**config.mk**
```make
export PLATFORM = sky130hd
export DESIGN_NAME = mdc_dial_ctrl
export DESIGN_NICKNAME = d
export VERILOG_FILES = /design/src/mdc_pkg.sv /design/src/mdc_dial_ctrl.sv /design/src/mdc_baud_tick.sv
export SDC_FILE = /design/constraint.sdc
export NUM_CORES = 1
export LEC_CHECK = 0
export BUFFER_PORTS_ARGS = -buffer_cell sky130_fd_sc_hd__buf_2
export CAP_MARGIN = 40
export CORE_AREA = 2 2 228 185
export DETAILED_ROUTE_END_ITERATION = 10
export DIE_AREA = 0 0 230 187
export GPL_TIMING_DRIVEN = 0
export PLACE_DENSITY = 0.58
export REMOVE_ABC_BUFFERS = 1
export SETUP_SLACK_MARGIN = 0.15
export SYNTH_ARGS = -nofsm -noshare
export SYNTH_HDL_FRONTEND = slang
export SYNTH_SLANG_ARGS = --single-unit
```
**constraint.sdc**
```tcl
create_clock -name clk_sys_in -period 8 [get_ports clk_sys_in]
set_input_delay 0.8 -clock clk_sys_in [delete_from_list [all_inputs] [get_ports clk_sys_in]]
set_output_delay 0.8 -clock clk_sys_in [all_outputs]
set_load 0.005 [all_outputs]
```
**src/mdc_pkg.sv**
```systemverilog
// constants, register map and state codes for the modem dial control block
package mdc_pkg;
    localparam int unsigned CLK_HZ = 20_000_000;

    // backplane register indices
    localparam logic [3:0] ADDR_CMD = 4'h1;
    localparam logic [3:0] ADDR_STATUS = 4'h2;
    localparam logic [3:0] ADDR_PORT_BAUD = 4'h3;
    localparam logic [3:0] ADDR_LINE_BAUD = 4'h4;
    localparam logic [3:0] ADDR_DIAL_PTR = 4'h5;
    localparam logic [3:0] ADDR_ERROR = 4'h6;
    localparam logic [3:0] ADDR_PASSWORD = 4'h7;
    localparam logic [3:0] ADDR_LAST_PW = 4'h8;
    localparam logic [3:0] ADDR_SPARE = 4'h9;
    localparam logic [3:0] ADDR_DIG_FIRST = 4'hA;
    localparam logic [3:0] ADDR_DIG_LAST = 4'hF;
    localparam int DIGIT_REGS = 6;

    // command and status bit positions
    localparam int CMD_DIAL = 0;
    localparam int CMD_MULTIDROP = 2;
    localparam int CMD_TRANSPARENT = 3;
    localparam int CMD_ORIG_ONLY = 4;
    localparam int CMD_PPAR_LO = 7;
    localparam int CMD_PPAR_HI = 8;
    localparam int CMD_LPAR_LO = 9;
    localparam int CMD_LPAR_HI = 10;
    localparam int CMD_PORT_CRC = 11;
    localparam int CMD_LINE_CRC = 12;
    localparam int CMD_CFG_HI = 13;
    localparam int STAT_CARRIER = 0;
    localparam int STAT_OFF_HOOK = 14;
    localparam int STAT_RING = 15;

    // parity codes and resulting line character length
    localparam logic [1:0] PAR_EVEN = 2'h0;
    localparam logic [1:0] PAR_NONE = 2'h1;
    localparam logic [1:0] PAR_ODD = 2'h2;
    localparam logic [3:0] CHAR_BITS_NO_PAR = 4'hA;
    localparam logic [3:0] CHAR_BITS_PAR = 4'hB;

    // baud codes and the rates they select
    localparam logic [15:0] BAUD_CODE_1200 = 16'h0007;
    localparam logic [15:0] BAUD_CODE_2400 = 16'h0009;
    localparam logic [15:0] BAUD_CODE_9600 = 16'h000D;
    localparam int unsigned BAUD_1200 = 1200;
    localparam int unsigned BAUD_2400 = 2400;
    localparam int unsigned BAUD_9600 = 9600;

    // error word bits
    localparam int ERR_PORT_BAUD = 0;
    localparam int ERR_LINE_BAUD = 1;
    localparam int ERR_NO_CARRIER = 2;
    localparam int ERR_BAD_PTR = 3;

    // reset values
    localparam logic [15:0] CMD_RST = 16'h1200;
    localparam logic [15:0] BAUD_RST = 16'h000D;
    localparam logic [15:0] PTR_RST = 16'h000A;
    localparam logic [15:0] WORD_ZERO = 16'h0000;
    localparam logic [7:0] BYTE_ZERO = 8'h00;

    // carrier wait after dialing or answering, in seconds
    localparam int unsigned CARRIER_WAIT_S = 60;

    typedef enum logic [3:0] {
        ST_IDLE = 4'h1,
        ST_DIGITS = 4'h2,
        ST_WAIT = 4'h4,
        ST_ONLINE = 4'h8
    } mdc_state_t;
endpackage : mdc_pkg

```
**src/mdc_dial_ctrl.sv**
```systemverilog
// backplane registers, phone number store and dial/hang-up control of the modem
`timescale 1ns/1ns
module mdc_dial_ctrl #(
    parameter int unsigned CLK_HZ = mdc_pkg::CLK_HZ,
    parameter int unsigned CARRIER_WAIT_CYC = mdc_pkg::CARRIER_WAIT_S * mdc_pkg::CLK_HZ
) (
    // clock and reset
    input wire logic clk_sys_in,
    input wire logic nrst_in,
    // backplane register window
    input wire logic [3:0] bp_addr_in,
    input wire logic bp_wr_in,
    input wire logic bp_rd_in,
    input wire logic [15:0] bp_wdata_in,
    output logic [15:0] bp_rdata_out,
    // configuration path to the digit store
    input wire logic [3:0] cfg_addr_in,
    input wire logic cfg_wr_in,
    input wire logic [15:0] cfg_wdata_in,
    // line status from the modem front end
    input wire logic carrier_in,
    input wire logic ring_in,
    input wire logic pw_seen_valid_in,
    input wire logic [15:0] pw_seen_in,
    // dialer
    output logic off_hook_out,
    output logic [7:0] digit_out,
    output logic digit_valid_out,
    input wire logic digit_ready_in,
    // line and port configuration
    output logic [3:0] line_char_bits_out,
    output logic [1:0] line_parity_out,
    output logic line_crc_out,
    output logic [1:0] port_parity_out,
    output logic port_crc_out,
    output logic port_tick_out,
    output logic line_tick_out
);
    if (CARRIER_WAIT_CYC < 2) begin : g_bad_wait
        $error("carrier wait must be at least two cycles");
    end

    mdc_pkg::mdc_state_t state_q;
    mdc_pkg::mdc_state_t state_d;
    logic [15:0] cmd_q;
    logic [15:0] port_baud_q;
    logic [15:0] line_baud_q;
    logic [15:0] ptr_q;
    logic [15:0] password_q;
    logic [15:0] last_pw_q;
    logic [15:0] digits_q [mdc_pkg::DIGIT_REGS];
    logic [15:0] bp_rdata_q;
    logic [3:0] err_sticky_q;
    logic [3:0] err_sticky_d;
    logic [3:0] idx_q;
    logic [3:0] idx_d;
    logic sel_q;
    logic sel_d;
    logic orig_q;
    logic orig_d;
    logic dial_prev_q;
    logic carrier_q;
    logic ring_q;
    logic [31:0] wait_cnt_q;

    // decode of the backplane write path
    logic wr_cmd, wr_port_baud, wr_line_baud, wr_ptr, wr_pw;
    assign wr_cmd = bp_wr_in && (bp_addr_in == mdc_pkg::ADDR_CMD);
    assign wr_port_baud = bp_wr_in && (bp_addr_in == mdc_pkg::ADDR_PORT_BAUD);
    assign wr_line_baud = bp_wr_in && (bp_addr_in == mdc_pkg::ADDR_LINE_BAUD);
    assign wr_ptr = bp_wr_in && (bp_addr_in == mdc_pkg::ADDR_DIAL_PTR);
    assign wr_pw = bp_wr_in && (bp_addr_in == mdc_pkg::ADDR_PASSWORD);

    // dial bit edges
    logic dial, dial_rise, dial_fall;
    assign dial = cmd_q[mdc_pkg::CMD_DIAL];
    assign dial_rise = dial && !dial_prev_q;
    assign dial_fall = !dial && dial_prev_q;

    // configuration decoded from the command word
    assign line_parity_out = cmd_q[mdc_pkg::CMD_LPAR_HI:mdc_pkg::CMD_LPAR_LO];
    assign port_parity_out = cmd_q[mdc_pkg::CMD_PPAR_HI:mdc_pkg::CMD_PPAR_LO];
    assign line_crc_out = cmd_q[mdc_pkg::CMD_LINE_CRC];
    assign port_crc_out = cmd_q[mdc_pkg::CMD_PORT_CRC];
    assign line_char_bits_out = (line_parity_out == mdc_pkg::PAR_NONE) ? mdc_pkg::CHAR_BITS_NO_PAR
                                                                        : mdc_pkg::CHAR_BITS_PAR;

    logic port_code_ok, line_code_ok;
    mdc_baud_tick #(.CLK_HZ(CLK_HZ)) u_port_baud (
        .clk_sys_in(clk_sys_in),
        .nrst_in(nrst_in),
        .code_in(port_baud_q),
        .code_ok_out(port_code_ok),
        .tick_out(port_tick_out)
    );
    mdc_baud_tick #(.CLK_HZ(CLK_HZ)) u_line_baud (
        .clk_sys_in(clk_sys_in),
        .nrst_in(nrst_in),
        .code_in(line_baud_q),
        .code_ok_out(line_code_ok),
        .tick_out(line_tick_out)
    );

    // digit selection, high byte first, zero byte ends
    logic [3:0] slot;
    logic idx_ok, ptr_ok;
    logic [15:0] cur_word;
    logic [7:0] cur_byte;
    assign slot = idx_q - mdc_pkg::ADDR_DIG_FIRST;
    assign idx_ok = (idx_q >= mdc_pkg::ADDR_DIG_FIRST);
    assign cur_word = idx_ok ? digits_q[slot[2:0]] : mdc_pkg::WORD_ZERO;
    assign cur_byte = sel_q ? cur_word[7:0] : cur_word[15:8];
    // pointer must name a digit register
    assign ptr_ok = (ptr_q >= {12'h000, mdc_pkg::ADDR_DIG_FIRST}) && (ptr_q <= {12'h000, mdc_pkg::ADDR_DIG_LAST});
    assign digit_valid_out = (state_q == mdc_pkg::ST_DIGITS) && dial && idx_ok && (cur_byte != mdc_pkg::BYTE_ZERO);
    assign digit_out = cur_byte;
    assign off_hook_out = (state_q != mdc_pkg::ST_IDLE);

    logic wait_done;
    assign wait_done = (wait_cnt_q == CARRIER_WAIT_CYC - 1);

    // call control
    always_comb begin
        state_d = state_q;
        orig_d = orig_q;
        idx_d = idx_q;
        sel_d = sel_q;
        err_sticky_d = err_sticky_q;
        case (state_q)
            mdc_pkg::ST_IDLE: begin
                // a dial request with carrier present is ignored
                if (dial_rise && !carrier_in) begin
                    state_d = mdc_pkg::ST_DIGITS;
                    orig_d = 1'b1;
                    // dialing starts at the pointed register
                    idx_d = ptr_q[3:0];
                    sel_d = 1'b0;
                    err_sticky_d = 4'h0;
                    err_sticky_d[mdc_pkg::ERR_BAD_PTR] = !ptr_ok;
                end else if (ring_in && !cmd_q[mdc_pkg::CMD_ORIG_ONLY]) begin
                    state_d = mdc_pkg::ST_WAIT;
                    orig_d = 1'b0;
                end
            end
            mdc_pkg::ST_DIGITS: begin
                // cleared dial bit abandons the call
                if (!dial) begin
                    state_d = mdc_pkg::ST_IDLE;
                end else if (!digit_valid_out) begin
                    state_d = mdc_pkg::ST_WAIT;
                end else if (digit_ready_in) begin
                    sel_d = !sel_q;
                    idx_d = sel_q ? idx_q + 4'h1 : idx_q;
                end
            end
            mdc_pkg::ST_WAIT: begin
                if (orig_q && !dial) begin
                    state_d = mdc_pkg::ST_IDLE;
                end else if (carrier_in) begin
                    state_d = mdc_pkg::ST_ONLINE;
                end else if (wait_done) begin
                    state_d = mdc_pkg::ST_IDLE;
                    err_sticky_d[mdc_pkg::ERR_NO_CARRIER] = 1'b1;
                end
            end
            mdc_pkg::ST_ONLINE: begin
                if (!carrier_in) begin
                    state_d = mdc_pkg::ST_IDLE;
                // originated hangs on level, answered on falling edge
                end else if (orig_q ? !dial : dial_fall) begin
                    state_d = mdc_pkg::ST_IDLE;
                end
            end
            default: begin
                state_d = mdc_pkg::ST_IDLE;
            end
        endcase
    end

    // status mirrors the active configuration and line state
    logic [15:0] status_word, error_word;
    assign status_word = {ring_q, off_hook_out, cmd_q[mdc_pkg::CMD_CFG_HI:1], carrier_q};
    assign error_word = {12'h000, err_sticky_q[3:2], !line_code_ok, !port_code_ok};

    // digit store stays outside the backplane window
    logic [15:0] rd_word;
    assign rd_word = (bp_addr_in == mdc_pkg::ADDR_CMD) ? cmd_q :
                     (bp_addr_in == mdc_pkg::ADDR_STATUS) ? status_word :
                     (bp_addr_in == mdc_pkg::ADDR_PORT_BAUD) ? port_baud_q :
                     (bp_addr_in == mdc_pkg::ADDR_LINE_BAUD) ? line_baud_q :
                     (bp_addr_in == mdc_pkg::ADDR_DIAL_PTR) ? ptr_q :
                     (bp_addr_in == mdc_pkg::ADDR_ERROR) ? error_word :
                     (bp_addr_in == mdc_pkg::ADDR_PASSWORD) ? password_q :
                     (bp_addr_in == mdc_pkg::ADDR_LAST_PW) ? last_pw_q : mdc_pkg::WORD_ZERO;
    assign bp_rdata_out = bp_rdata_q;

    always_ff @(posedge clk_sys_in or negedge nrst_in) begin
        if (!nrst_in) begin
            cmd_q <= mdc_pkg::CMD_RST;
            port_baud_q <= mdc_pkg::BAUD_RST;
            line_baud_q <= mdc_pkg::BAUD_RST;
            ptr_q <= mdc_pkg::PTR_RST;
            password_q <= mdc_pkg::WORD_ZERO;
            last_pw_q <= mdc_pkg::WORD_ZERO;
            bp_rdata_q <= mdc_pkg::WORD_ZERO;
        end else begin
            if (wr_cmd) cmd_q <= bp_wdata_in;
            if (wr_port_baud) port_baud_q <= bp_wdata_in;
            if (wr_line_baud) line_baud_q <= bp_wdata_in;
            if (wr_ptr) ptr_q <= bp_wdata_in;
            if (wr_pw) password_q <= bp_wdata_in;
            if (pw_seen_valid_in) last_pw_q <= pw_seen_in;
            if (bp_rd_in) bp_rdata_q <= rd_word;
        end
    end

    // digit store, written only over the configuration path
    for (genvar i = 0; i < mdc_pkg::DIGIT_REGS; i++) begin : g_digit
        always_ff @(posedge clk_sys_in or negedge nrst_in) begin
            if (!nrst_in) begin
                digits_q[i] <= mdc_pkg::WORD_ZERO;
            end else if (cfg_wr_in && (cfg_addr_in == mdc_pkg::ADDR_DIG_FIRST + 4'(i))) begin
                digits_q[i] <= cfg_wdata_in;
            end
        end
    end

    always_ff @(posedge clk_sys_in or negedge nrst_in) begin
        if (!nrst_in) begin
            state_q <= mdc_pkg::ST_IDLE;
            orig_q <= 1'b0;
            idx_q <= 4'h0;
            sel_q <= 1'b0;
            err_sticky_q <= 4'h0;
            dial_prev_q <= 1'b0;
            carrier_q <= 1'b0;
            ring_q <= 1'b0;
            wait_cnt_q <= 32'h0000_0000;
        end else begin
            state_q <= state_d;
            orig_q <= orig_d;
            idx_q <= idx_d;
            sel_q <= sel_d;
            err_sticky_q <= err_sticky_d;
            dial_prev_q <= dial;
            carrier_q <= carrier_in;
            ring_q <= ring_in;
            // restarts on every entry to the wait state
            wait_cnt_q <= (state_q == mdc_pkg::ST_WAIT) ? wait_cnt_q + 32'h0000_0001 : 32'h0000_0000;
        end
    end
endmodule : mdc_dial_ctrl

```
**src/mdc_baud_tick.sv**
```systemverilog
// baud code decoder and bit-rate tick generator
`timescale 1ns/1ns
module mdc_baud_tick #(
    parameter int unsigned CLK_HZ = mdc_pkg::CLK_HZ
) (
    // clock and reset
    input wire logic clk_sys_in,
    input wire logic nrst_in,
    // code from register
    input wire logic [15:0] code_in,
    // decoded result
    output logic code_ok_out,
    output logic tick_out
);
    localparam int unsigned DIV_1200 = CLK_HZ / mdc_pkg::BAUD_1200;
    localparam int unsigned DIV_2400 = CLK_HZ / mdc_pkg::BAUD_2400;
    localparam int unsigned DIV_9600 = CLK_HZ / mdc_pkg::BAUD_9600;

    if (DIV_1200 >= 32'h0001_0000 || DIV_9600 < 2) begin : g_bad_clk
        $error("clock rate cannot serve the baud divider");
    end

    logic [15:0] div_sel;
    logic [15:0] cnt_q;
    logic [15:0] cnt_d;
    logic tick_q;

    // unknown codes stop the tick and flag the error word
    assign div_sel = (code_in == mdc_pkg::BAUD_CODE_9600) ? DIV_9600[15:0] :
                     (code_in == mdc_pkg::BAUD_CODE_2400) ? DIV_2400[15:0] :
                     (code_in == mdc_pkg::BAUD_CODE_1200) ? DIV_1200[15:0] : 16'h0000;
    assign code_ok_out = (div_sel != 16'h0000);
    assign cnt_d = (!code_ok_out || cnt_q >= div_sel - 16'h0001) ? 16'h0000 : cnt_q + 16'h0001;
    assign tick_out = tick_q;

    always_ff @(posedge clk_sys_in or negedge nrst_in) begin
        if (!nrst_in) begin
            cnt_q <= 16'h0000;
            tick_q <= 1'b0;
        end else begin
            cnt_q <= cnt_d;
            tick_q <= code_ok_out && (cnt_q == div_sel - 16'h0001);
        end
    end
endmodule : mdc_baud_tick

```
==> impl_metrics.toml, run 1 <==
[run_status]
outcome = "finished clean"

[cells_and_area]
final_core_util_pct = 40.2
regArea_sq_um = 7250
syn2layout_area_growth_pct = 16.4
antenna_cells = 0
drive_above_1_share_pct = 31.4
final_area_sq_um = 16500
nets = 1401
multi_input_area_sq_um = 6650
fillers = 3969

[synthesis]
netlist_top_cells_area = "dfrtp_1 (49%), mux2_2 (16%), ha_1 (3.5%)"
synthDistinctLibCells = 56
synth_area_sq_um = 14200
synth-edff-count = 0
yosys_warnings = 0
yosys.area.top_type = "dfrtp_1"
synthFlopType = "dfrtp_1"
synth_cells = 1194
ys_ff_latch = 289
synth_top_area_share_pct = 49.1
avgSynthCellArea_sq_um = 11.9
async_flop_share_pct = 100
synth-seq-area-share_pct = 51.1

[worst_setup_path]
r2r_setup_slack_ns = 2.94
cp_max_fo = 10
startpoint_type = "register"
cp-end-kind = "register"
crit_type = "reg2reg"
arrival_ns = 5.57
required_ns = 8.51

[timing]
period_share_pct = 63.2
finalHoldViolations = 0
fin_hold_ws_ns = 0.199
max_freq_mhz = 198
fin_setup_tns_ns = 0
finalSetupViolCount = 0
min_period_ns = 5.06
rsz0062_at_grt = "no"
skew_ns = 0.0150
timing.slew.headroom_pct = 41.0
drv_slew = 0
tightest_slew_ns = 0.883

[power_and_ir_drop]
powerDensity_nw_per_um2 = 253
peakVddDrop_uv = 175
p_leak_nw = 7.41

[placement]
io_buffers = 99
place.gp.congestion = 0.766
dp_hpwl_microns = 23500
dpl_cell_area_sq_um = 15500

[grt]
grt_max_degree = 124
grt_pass1_vias = 9829
antenna_found_initial = 1
grt-ovfl-total = 0
grtUsageTotal_pct = 15.7
grt_pass1_wl_microns = 54800

[worst_hold_path]
hold_path_class = "in2async"

[clock_tree]
path_clk_slew_ns = 0.06
clk_latency_ns = 0.58
ctsRootBufferMaster = "clkbuf_16"
holdBufCountCts = 0
cts.sinks = 289
cts-htree-levels = 1
cts_tree = "built"
clk_path_buf_depth = 3
cts_resized = 0
cts_setup_buffers = 0
cts_buffers = 31

[floorplanning]
die_y_microns = 187
die_w_microns = 230
start_util_pct = 34.5
dieArea_sq_um = 43000
design.core.area_sq_um = 41100
fp-row-count = 67
pin_count = 103

[routing]
first_pass_iters = 5
vias = 9655
wl_per_cell_microns = 17.9
drt_iter0_markers = 752
drc = 0
final_antenna_net_count = 0
vias_per_cell = 5.16
routed_wl_microns = 33400

[job]
drv_cap = 0
-- kinds of logic (layout without fill, tap and decap cells) --
kind of cell	count (synthesis)	after routing	share of synthesized area, %
other cells	2	3	0.0530
simple gates	358	358	12.1
mux	222	222	19.8
flops	289	289	51.1
buf+inv	75	200	2.36
compound gates	149	149	7.32
fa+ha+maj	40	40	3.53
xor+xnor	59	59	3.65
-- flip-flops by register name (all words and copies together), names as in the netlist --
register	count
orig_q	1
u_line_baud.tick_out	1
u_port_baud.tick_out	1
idx_q	4
wait_cnt_q	32
err_sticky_q	2
u_port_baud.cnt_q	16
last_pw_q	16
line_baud_q	16
bp_rdata_out	16
port_baud_q	16
dial_prev_q	1
sel_q	1
digits_q	96
carrier_q	1
password_q	16
cmd_q	16
u_line_baud.cnt_q	16
ptr_q	16
ring_q	1
state_q	4
-- worst max-delay path, cell delays in order (launching register included) --
cell and delay, ns:
dfstp_2 0.53, nor4b_1 0.51, nand4_1 0.45, or2_2 0.47, nor2_1 0.21, nor2b_1 0.11, inv_1 0.07, ha_1 0.17
nor2b_1 0.42, inv_1 0.09, ha_1 0.31, a21o_1 0.16, a21o_1 0.17, a21o_1 0.17, a21o_1 0.18, a311oi_2 0.57
buf_6 0.23, nand2_1 0.06, nor2_1 0.10
-- final timing paths --
check | startpoint | end | cells after the start
min reg2reg | digits_q[15] | digits_q[15] | 1
max reg2reg | port_baud_q[0] | u_port_baud.cnt_q[14] | 18
min | nrst_in | u_line_baud.tick_out | 1
max in group asynchronous | nrst_in | digits_q[58] | 3
min in group clk_sys_in | ring_in | ring_q | 1
max | port_baud_q[0] | u_port_baud.cnt_q[14] | 18
-- layout make-up --
cell class / count / area share, %
sequential: 289 / 43.9
multi-input combinational: 831 / 40.3
clock buffer: 49 / 5.60
timing repair buffer: 123 / 5.01
tap: 552 / 4.19
clock inverter: 8 / 0.516
inverter: 20 / 0.455
-- cells in the mapped netlist (3+ instances only) --
master,n
ha_1,40
o21a_1,9
a211oi_1,4
nor3_1,16
xor2_1,29
a222oi_1,13
xnor2_1,30
nand2_1,74
mux2_2,197
a31oi_1,6
mux4_2,13
clkbuf_1,39
inv_1,20
o21ai_0,14
nor3b_1,4
mux4_1,11
nor4b_1,10
dfstp_2,11
nor2b_1,10
and3_1,14
a21oi_1,46
nand4_1,21
o22ai_1,3
a21o_1,12
nand3_1,35
nor2_1,129
a221oi_1,12
a22oi_1,16
dfrtp_1,278
buf_4,11
nand2b_1,14
buf_2,3
nor4_1,8
or2_2,5
and2_1,9
-- through the flow --
stage          worst slack, ns  cells  power, mW
6_report                  2.94   1872       4.17
5_1_grt                   2.58   1872       4.39
4_1_cts                   2.92   1872       4.22
3_5_place_dp              2.94   1815       2.78
3_3_place_gp             0.621   1791       2.73
2_1_floorplan             4.04   1140       2.44
-- cells in the final DEF (no fill, tap or decap), types with 30 or more instances in the layout --
master	Yosys	layout
a21oi_1	46	46
buf_2	3	99
clkbuf_16	0	31
dfrtp_1	278	277
ha_1	40	40
mux2_2	197	197
nand2_1	74	74
nand3_1	35	35
nor2_1	129	127
xnor2_1	30	30
-- where the power goes --
group	switching (mW)	internal, mW	leakage, nW
registers	0.187	1.72	3.63
clock network	0.597	0.823	0.491
logic	0.395	0.446	3.29
-- routing by layer --
metal  global-route usage [%]  share of wire [%]  wire [microns]  vias up
met5                        0              0.033              11        -
li1                         -                  -               -     4535
met2                     24.1                 45           15100      152
met3                     2.96                4.9            1630       46
met1                     23.2                 48           16100     4920
met4                     3.23                1.5             518        2
Power figures use the tool's default switching activity.
==> inputs of run 2 (changes only) <==
PLACE_DENSITY = 0.6   (was 0.58)
clock period = 4.1 ns   (was 8 ns; I/O delays follow)
==> run 2 against run 1 <==
- clock skew is 0.013 ns higher
- combinational power up 97%
- utilization rose by 1.0 points
- cell area up 2.5%
- worst setup slack got worse by 2.5 ns
- clock power up 120%
- highest routed layer unchanged
- total power grew 100%
- critical path depth is 1 lower
- clock-buffer cell count grew 1
- final cell count increased by 0.80%
==> impl_metrics.toml, run 2 (same netlist as run 1, synthesis figures left out) <==
[clock_tree]
path_clk_slew_ns = 0.06
clk_path_buf_depth = 3
cts_tree = "built"
ctsRootBufferMaster = "clkbuf_16"
cts_buffers = 35
cts-htree-levels = 2
clk_latency_ns = 0.54
cts.sinks = 289

[cells_and_area]
nets = 1415
multi_input_area_sq_um = 6790
fillers = 3898
largest_reg_flops = 96
final_common_cell = "dfrtp_1"
drive_above_1_share_pct = 33.3
syn2layout_area_growth_pct = 19.4
regArea_sq_um = 7250
mostFrequentLayoutCells = "dfrtp_1 (277), mux2_2 (197), nor2_1 (125)"
final_area_sq_um = 16900
regMostFlops = "digits_q"
reg.largest.list = "digits_q x96, wait_cnt_q x32"

[floorplanning]
pin_count = 103
die_y_microns = 187
design.core.area_sq_um = 41100
dieArea_sq_um = 43000
start_util_pct = 34.5
fp-row-count = 67
die_w_microns = 230

[placement]
place.gp.congestion = 0.795
dp_hpwl_microns = 22900
dpl_cell_area_sq_um = 15500
io_buffers = 99

[power_and_ir_drop]
power_mw = 8.49
powerDensity_nw_per_um2 = 502
p_leak_nw = 7.57
peakVddDrop_uv = 259

[worst_setup_path]
cp_max_fo = 10
required_ns = 4.50
arrival_ns = 4.10
startpoint_type = "register"
crit_type = "reg2reg"
r2r_cells = 17
cp-end-kind = "register"

[routing]
vias = 9740
wl_per_cell_microns = 17.7
final_antenna_net_count = 0
first_pass_iters = 6
routed_wl_microns = 33300
drc = 0
vias_per_cell = 5.16
drt_iter0_markers = 654

[timing]
period_share_pct = 90.3
drv_slew = 0
finalHoldViolations = 0
timing.slew.headroom_pct = 41.0
tightest_slew_ns = 0.883
skew_ns = 0.0276
min_period_ns = 3.70
rsz0062_at_grt = "no"
max_freq_mhz = 270
finalSetupViolCount = 0

[grt]
grtUsageTotal_pct = 15.8
grt_pass1_vias = 9957
antenna_found_initial = 4
grt_pass1_wl_microns = 55000
grt-ovfl-total = 0
grt_max_degree = 120

[run_status]
outcome = "finished clean"

[worst_hold_path]
min_path_cells = 1
hold_path_class = "in2reg"

[job]
drv_cap = 0
==> run 2: worst max-delay path, stage by stage, from the launching register on <==
cell      delay (ns)
dfstp_2         0.55
nor4b_2         0.19
nand4_1         0.23
or2_4           0.33
nor2_2          0.15
nor2_1          0.08
inv_1           0.08
ha_1            0.20
nand2_1         0.15
ha_1            0.33
nand4_1         0.08
or2_2           0.32
nor3_2          0.25
a211oi_1        0.07
nand2_1         0.12
a31oi_4         0.06
buf_4           0.19
nor3b_2         0.15
==> run 2: routing by layer <==
metal / vias up / track usage [%] / share of wire (%)
met5: - / 0 / 0.063
met4: 4 / 4.34 / 2.0
met3: 56 / 3.43 / 5.1
met2: 165 / 24.3 / 45
met1: 4935 / 22.6 / 48
li1: 4580 / - / -
==> run 2: where the power goes <==
part	internal, mW	switching, mW
clock	1.85	1.24
sequential	3.36	0.370
combinational	0.879	0.782
total	6.10	2.39
==> run 2: final timing paths <==
check	startpoint	endpoint	slack, ns
setup reg to reg	line_baud_q[0]	u_line_baud.cnt_q[0]	0.40
hold reg to reg	wait_cnt_q[0]	wait_cnt_q[0]	0.48
max in group asynchronous	nrst_in	password_q[5]	2.24
hold / removal	ring_in	ring_q	0.03
min in group asynchronous	nrst_in	digits_q[90]	0.41
setup / recovery	line_baud_q[0]	u_line_baud.cnt_q[0]	0.40
==> run 2: cell type report <==
| class | count | share of cell area [%] |
|---|---|---|
| clock inverters | 10 | 0.999 |
| repair buffers | 133 | 5.49 |
| multi-input cells | 831 | 40.2 |
| well taps | 552 | 4.08 |
| flip-flops and latches | 289 | 42.9 |
| inverters | 20 | 0.444 |
| diodes | 2 | 0.0296 |
| clock buffers | 50 | 5.93 |
==> run 2: metrics by stage <==
step	hold slack, ns	utilization [%]	std cells	setup TNS (ns)	setup slack [ns]
6_report	0.0290	41.2	1887	0	0.399
5_1_grt	0.0105	41.2	1885	0	0.160
4_1_cts	0.00742	40.8	1879	0	0.163
3_5_place_dp	0.397	37.7	1815	-15.15	-0.914
3_3_place_gp	0.471	36.8	1791	-822.17	-2.77
2_1_floorplan	0.114	-	1140	0	0.135
==> run 2: timing repair <==
item | CTS | global route
hold endpoints to repair | 64 | 0
resized for setup | 13 | 15
setup buffers | 3 | 5
hold buffers | 1 | 0
endpoints found under the setup margin | 34 | 32
pin swaps | 3 | 6
